## config.mk

```make
export PLATFORM = sky130hd
export DESIGN_NAME = cpu_to_cipher_port_glue
export DESIGN_NICKNAME = d
export VERILOG_FILES = /design/src/cipher_glue_pkg.sv /design/src/pin_sync.sv /design/src/cpu_to_cipher_port_glue.sv
export SDC_FILE = /design/constraint.sdc
export NUM_CORES = 1
export LEC_CHECK = 0
export ABC_CLOCK_PERIOD_IN_PS = 3500
export BUFFER_PORTS_ARGS = -buffer_cell sky130_fd_sc_hd__clkbuf_2
export CAP_MARGIN = 20
export CELL_PAD_IN_SITES_DETAIL_PLACEMENT = 0
export CELL_PAD_IN_SITES_GLOBAL_PLACEMENT = 1
export CORE_AREA = 2 2 61 63
export DETAILED_ROUTE_END_ITERATION = 6
export DIE_AREA = 0 0 63 65
export PLACE_DENSITY_LB_ADDON = 0.15
export RECOVER_POWER = 100
export SYNTH_ARGS = -nofsm -noshare
export SYNTH_HDL_FRONTEND = slang
export SYNTH_SLANG_ARGS = --single-unit
```

## constraint.sdc

```tcl
create_clock -name clk -period 3.5 [get_ports clk]
set_input_delay 0.875 -clock clk [delete_from_list [all_inputs] [get_ports clk]]
set_output_delay 0.875 -clock clk [all_outputs]
set_load 0.05 [all_outputs]
```

## src/cipher_glue_pkg.sv

```systemverilog
// Purpose: Shared constants for the CPU to cipher port glue.
// Assumes: One system clock of 100 MHz drives every flip-flop.
// Notes: Strobes and selects are active low and rest high.
package cipher_glue_pkg;

    // Reset and idle level of every active-low strobe and select.
    localparam logic STROBE_IDLE = 1'b1;
    // Reset level of the divided cipher clock.
    localparam logic CIPHER_CLK_RESET = 1'b0;
    // Reset value of the held read data.
    localparam logic [7:0] RDATA_RESET = 8'h00;
    // Number of stages in each pin synchroniser.
    localparam int SYNC_STAGES = 2;
    // Width of the synchronised pin bundle: five control pins and a data byte.
    localparam int PIN_WIDTH = 13;
    // Reset value of the pin bundle: control pins inactive, mode A strap high.
    localparam logic [12:0] PIN_RESET = 13'h1FFF;
    // Bit positions inside the pin bundle.
    localparam int PIN_IOREQ = 12;
    localparam int PIN_CS = 11;
    localparam int PIN_LSB = 10;
    localparam int PIN_WR = 9;
    localparam int PIN_MODE = 8;
    // Highest system clock in MHz for which mode A is meant.
    localparam int MODE_A_MAX_MHZ = 4;

    // Access sequencer states.
    typedef enum logic [2:0] {
        idle_st,
        latch_st,
        wr1_st,
        wr2_st,
        rd1_st,
        rd2_st,
        rdhold_st,
        hold_st
    } seq_state_type;

endpackage

```

## src/pin_sync.sv

```systemverilog
// Purpose: Two flip-flop synchroniser for a bundle of pin inputs.
// Assumes: Each bit is a level; the bundle is not sampled as one word.
// Notes: The first stage feeds only the second stage.
`timescale 1ns/100ps
module pin_sync #(
    parameter int WIDTH = 1,
    parameter logic [WIDTH-1:0] RESET_VAL = '0
) (
    // Clock and reset.
    input wire logic clk,
    input wire logic rst_b,
    // Asynchronous pins and their synchronised copies.
    input wire logic [WIDTH-1:0] pins_in,
    output logic [WIDTH-1:0] pins_sync
);

    logic [WIDTH-1:0] stage1_reg;

    // Both stages load a constant under reset and sample on every rising edge.
    always_ff @(posedge clk or negedge rst_b) begin
        if (!rst_b) begin
            stage1_reg <= RESET_VAL;
            pins_sync <= RESET_VAL;
        end else begin
            stage1_reg <= pins_in;
            pins_sync <= stage1_reg;
        end
    end

endmodule // pin_sync

```

## src/cpu_to_cipher_port_glue.sv

```systemverilog
// Purpose: Glue between an 8-bit CPU I/O bus and a multiplexed cipher port.
// Assumes: CPU pins are asynchronous and pass a two-stage synchroniser.
// Notes: The mode strap is sampled continuously and must stay fixed.
// Function
// Even address latches, odd address transfers data.
// Latched register address stays until next strobe.
// Data strobe rises with cipher clock falling.
// Mode A: inverted system clock, no wait.
// Mode B: cipher clock is system clock halved.
// Mode B: realign divided clock to data strobe.
// Mode B write gets exactly one extra wait.
// Strap high selects mode A, low B.
// Port select only when request, select, even.
// Address strobe pulses low one clock.
// Read: strobe low two clocks, no wait.
// Mode B read forces clock high, third state.
// Read data held until next access begins.
// Write: one byte, select and address idle.
// Mode A write: strobe low one clock.
// Mode B write: strobe low two clocks.
// Wait driven only in first mode B wait.
// All flip-flops update on rising clock.
// Read at even address gives no strobe.
// Idle: strobes high, wait released.
// Software latches data register before transfers.
`timescale 1ns/100ps
module cpu_to_cipher_port_glue
    import cipher_glue_pkg::*;
(
    // System clock and reset.
    input wire logic clk,
    input wire logic rst_b,
    // CPU I/O bus pins.
    input wire logic io_request_b,
    input wire logic cs_b,
    input wire logic address_lsb,
    input wire logic wr_b,
    // Mode strap: high for mode A, low for mode B.
    input wire logic mode_a_sel,
    // CPU wait request, open drain.
    output logic wait_out,
    output logic wait_oe_b,
    // Read data toward the CPU bus.
    output logic [7:0] cpu_rdata,
    output logic cpu_rdata_oe_b,
    // Cipher port controls.
    output logic port_select_b,
    output logic port_addr_strobe_b,
    output logic port_data_strobe_b,
    output logic cipher_clk,
    output logic addr_selected,
    // Data returned by the cipher port.
    input wire logic [7:0] port_rdata
);

    logic [PIN_WIDTH-1:0] pins_s;
    wire access;
    wire lsb_s;
    wire wr_s;
    wire mode_a;
    wire start_latch;
    wire start_bad_read;
    wire start_write;
    wire start_read;
    wire force_high;
    wire q_read;
    wire in_read;
    seq_state_type state_reg;
    seq_state_type state_next;
    logic sel_b_reg;
    logic sel_b_next;
    logic as_b_reg;
    logic as_b_next;
    logic ds_b_reg;
    logic ds_b_next;
    logic wait_oe_b_reg;
    logic wait_oe_b_next;
    logic clkb_reg;
    logic clkb_next;
    logic [7:0] rdata_reg;
    logic [7:0] rdata_next;
    logic drive_b_reg;
    logic drive_b_next;
    logic latched_reg;
    logic latched_next;

    // Every pin, including the strap and the cipher data, is synchronised.
    pin_sync #(
        .WIDTH(PIN_WIDTH),
        .RESET_VAL(PIN_RESET)
    ) u_pin_sync (
        .clk(clk),
        .rst_b(rst_b),
        .pins_in({io_request_b, cs_b, address_lsb, wr_b, mode_a_sel, port_rdata}),
        .pins_sync(pins_s)
    );

    // Decode of the synchronised bus.
    assign access = !pins_s[PIN_IOREQ] && !pins_s[PIN_CS];
    assign lsb_s = pins_s[PIN_LSB];
    assign wr_s = !pins_s[PIN_WR];
    assign mode_a = pins_s[PIN_MODE];
    assign start_latch = access && !lsb_s && wr_s;
    assign start_bad_read = access && !lsb_s && !wr_s;
    assign start_write = access && lsb_s && wr_s;
    assign start_read = access && lsb_s && !wr_s;
    assign in_read = (state_next == rd1_st) || (state_next == rd2_st);

    // Sequencer: each access runs once, then waits for the bus to let go.
    always_comb begin
        state_next = state_reg;
        unique case (state_reg)
            idle_st: begin
                if (start_latch) begin
                    state_next = latch_st;
                end else if (start_bad_read) begin
                    state_next = hold_st;
                end else if (start_write) begin
                    state_next = wr1_st;
                end else if (start_read) begin
                    state_next = rd1_st;
                end
            end
            latch_st: begin
                state_next = hold_st;
            end
            wr1_st: begin
                state_next = mode_a ? hold_st : wr2_st;
            end
            wr2_st: begin
                state_next = hold_st;
            end
            rd1_st: begin
                state_next = rd2_st;
            end
            rd2_st: begin
                state_next = rdhold_st;
            end
            rdhold_st: begin
                state_next = access ? rdhold_st : idle_st;
            end
            hold_st: begin
                state_next = access ? hold_st : idle_st;
            end
        endcase
    end

    // Port select follows an even-address access; address strobe once.
    assign sel_b_next = !(access && !lsb_s);
    assign as_b_next = !(state_next == latch_st);
    // Data strobe covers the first access cycle and, for reads or mode B, one more.
    assign ds_b_next = !((state_next == wr1_st) || (state_next == wr2_st) || in_read);
    // Wait is pulled only in the first wait of a mode B write.
    assign wait_oe_b_next = !((state_next == wr1_st) && !mode_a);
    // Internal read signal of mode B, active in the first read strobe cycle only.
    assign q_read = (state_reg == rd1_st) && !mode_a;
    // Force the divided clock high so it falls as the strobe rises.
    assign force_high = (!mode_a && (state_next == wr2_st)) || q_read;
    assign clkb_next = force_high ? 1'b1 : !clkb_reg;
    // Read data tracks the port during the strobe and then freezes.
    assign rdata_next = in_read ? pins_s[7:0] : rdata_reg;
    assign drive_b_next = !(in_read || (state_next == rdhold_st));
    // An address strobe marks the port register as selected from then on.
    assign latched_next = latched_reg || (state_next == latch_st);

    // State and registered outputs, all on the rising clock edge.
    always_ff @(posedge clk or negedge rst_b) begin
        if (!rst_b) begin
            state_reg <= idle_st;
            sel_b_reg <= STROBE_IDLE;
            as_b_reg <= STROBE_IDLE;
            ds_b_reg <= STROBE_IDLE;
            wait_oe_b_reg <= STROBE_IDLE;
        end else begin
            state_reg <= state_next;
            sel_b_reg <= sel_b_next;
            as_b_reg <= as_b_next;
            ds_b_reg <= ds_b_next;
            wait_oe_b_reg <= wait_oe_b_next;
        end
    end

    // Divided clock, read data and selection flag.
    always_ff @(posedge clk or negedge rst_b) begin
        if (!rst_b) begin
            clkb_reg <= CIPHER_CLK_RESET;
            rdata_reg <= RDATA_RESET;
            drive_b_reg <= STROBE_IDLE;
            latched_reg <= 1'b0;
        end else begin
            clkb_reg <= clkb_next;
            rdata_reg <= rdata_next;
            drive_b_reg <= drive_b_next;
            latched_reg <= latched_next;
        end
    end

    // Mode A passes the inverted system clock so its fall meets the strobe edge.
    assign cipher_clk = mode_a ? !clk : clkb_reg;
    assign port_select_b = sel_b_reg;
    assign port_addr_strobe_b = as_b_reg;
    assign port_data_strobe_b = ds_b_reg;
    assign wait_out = 1'b0;
    assign wait_oe_b = wait_oe_b_reg;
    assign cpu_rdata = rdata_reg;
    assign cpu_rdata_oe_b = drive_b_reg;
    assign addr_selected = latched_reg;
endmodule // cpu_to_cipher_port_glue

```

==> out/metrics.yaml <==
status: "finished with violations"
violations: "capacitance limit, slew limit"
grt_first_pass_wirelength_microns: 3539
crit_family: "buffers and inverters"
hp-class: "input pin to async pin"
die_y_microns: 65
finalSetupViolCount: 0
grt_busiest_layer: "met2"
nFillCells: 349
post-route-drc-count: 0
ios: 31
critPathKind: "clock port to output pin"
path_clk_slew_ns: 0.11
r2r_setup_slack_ns: 1.05
worst_ep_arrival_time_ns: 2.42
initial_core_util_pct: 42.23
grtUsageTotal_pct: 12.39
synth.most_common_cell: "dfstp_2"
cts_resized: 0
cp.buffers_inverters: 3
ys_ff_latch: 44
ys_seq_area_share_pct: 77.20
syn_to_final_growth_pct: 14.07
gp_congestion: 0.6818
synth_cell_type_count: 28
antenna_found_initial: 0
p_leak_nw: 0.7030
row_count: 22
grt_pass1_vias: 783
syn-num-nets: 97
timing.rr.start: "u_pin_sync.pins_sync[9]"
place_ws_ns: 0.4826
drt_iter0_drc: 31
wl_microns: 2062
avgSynthCellArea_sq_um: 18.01
met3_usage_pct: 6.597
io_buffers: 29
synth_area_leaders: "dfstp_2 55%, dfrtp_1 22%, mux2_4 8.1%"
tightest_slew_ns: 1.899
multiInputGateArea_sq_um: 267.8
num_antenna_cells: 0
finalHoldViolCount: 0
synth_edf_count: 0
reg2regPathDepth: 4
vias_per_cell: 4.503
crit_fanout: 2
wl_per_cell_microns: 12.20
met2_usage_pct: 17.42
rsz0062_at_grt: "no"
drive_above_1_share_pct: 47.11
slowest_delay_ns: 0.29
cp-start-kind: "clock port"
synth_top_area_cell: "dfstp_2"
final_antenna_net_count: 0
setup_tns_ns: 0
ff_latch_area_sq_um: 1140
report.final.slew_viol_count: 41
async_reset_ff_share_pct: 100.0
cp-end-kind: "output pin"
synth_ff_type: "dfstp_2"
fin_nets: 135
cap_violations: 1
die_area_sq_um: 4095
cpMaxStageDelayCell: "clkbuf_2"
ir_drop_mv: 0.3330
path_cells: "clkbuf_4 -> clkbuf_4 -> a21oi_1 -> clkbuf_2"
slew_headroom_pct: -26.57
cts_hold_buf: 0
cp_common_cell: "clkbuf_4"
netlist.area_leader.share_pct: 55.17
grt-ovfl-total: 0
synth_top_cells_by_count: "31 x dfstp_2, 13 x dfrtp_1, 8 x mux2_4"
synth_cells: 82
gr-usage-met1_pct: 13.31
first_pass_iters: 4
syn_area_sq_um: 1476
rr_endpoint: "cpu_rdata[0]"
ys_warn_count: 0
fp.dieW_microns: 63
post-dp-hpwl_microns: 1339
final.setup.worst_slack_ns: 0.2075
vias: 761
tritoncts: "yes"
grt_max_degree: 45
p_per_area_nw_per_um2: 942.7
worstPathRequired_ns: 2.62
core_area_sq_um: 3496
post_cts_buffers: 0
clk_latency_ns: 0.46
finalClockSkew_ns: 0.01816
-- how the worst max path moves through the flow --
stage | cells after the start | start | to | slack [ns]
floorplan | 1 | clk | cipher_clk | 0.1
global placement | 2 | clk | cipher_clk | 0.48
detailed placement | 2 | clk | cipher_clk | 0.48
CTS | 4 | clk | cipher_clk | 0.19
global route | 4 | clk | cipher_clk | 0.18
finish | 4 | clk | cipher_clk | 0.21
-- kinds of logic after synthesis --
family          count (synthesis)  synth area share [%]
compound gates                 10                 6.102
xor+xnor                        3                 1.780
simple gates                   12                 5.171
mux                             8                 8.136
other cells                     1                0.2540
flops                          44                 77.20
buf+inv                         4                 1.356
-- worst reg2reg max path: cells and delay by family, from the launching register on --
family / cells / cell delay, ns
AOI/OAI and AO/OA: 1 / 0.55
DFF: 1 / 0.54
muxes: 1 / 0.41
and+or+nand+nor: 2 / 0.85
-- report_power, final --
part	leakage (nW)	switching, mW	internal (mW)
registers	0.473	0.0724	0.644
clock network	0.0542	0.197	0.122
logic	0.176	0.396	0.156
-- layout make-up --
type / instances / area share (%)
flip-flops and latches: 44 / 67.68
multi-input cells: 34 / 15.90
repair buffers: 29 / 7.429
clock buffers: 9 / 3.863
well taps: 48 / 3.566
clock inverters: 3 / 1.114
inverters: 2 / 0.4458
-- metal layers --
| layer | wire length, microns | vias up |
|---|---|---|
| met5 | 0 | - |
| met1 | 845 | 366 |
| li1 | - | 356 |
| met4 | 68 | 0 |
| met2 | 980 | 31 |
| met3 | 168 | 8 |
-- per-stage QoR --
stage	cell area (sq um)	utilization, %	hold slack (ns)	cells	total power [mW]
after floorplan	1476	-	0.3452	82	1.294
after global placement	1669	47.75	0.3457	157	1.421
after detailed placement	1669	47.75	0.3469	157	1.432
after CTS	1748	50.00	0.3643	168	1.724
after global routing	1684	48.17	0.2277	169	1.693
final	1684	48.17	0.2452	169	1.588
-- layout by cell type, fill, tap and decap left out, drive strengths merged --
cell type  synthesis  layout
a211oi             1       1
a21oi              1       1
dfstp             31      31
clkbuf             1      38
a21o               1       1
o211ai             1       1
xnor2              2       2
inv                2       2
nor3               2       2
or2                1       1
nand2              3       3
o21bai             1       1
o31ai              1       1
o211a              1       1
mux2               8       8
nor2               2       2
or3b               1       1
clkinv             0       3
nor4b              1       1
o21ai              1       1
nor2b              1       1
a21bo              1       1
or4                1       1
dfrtp             13      13
o32a               1       1
conb               1       1
xor2               1       1
(Power assumes the default switching activity.)
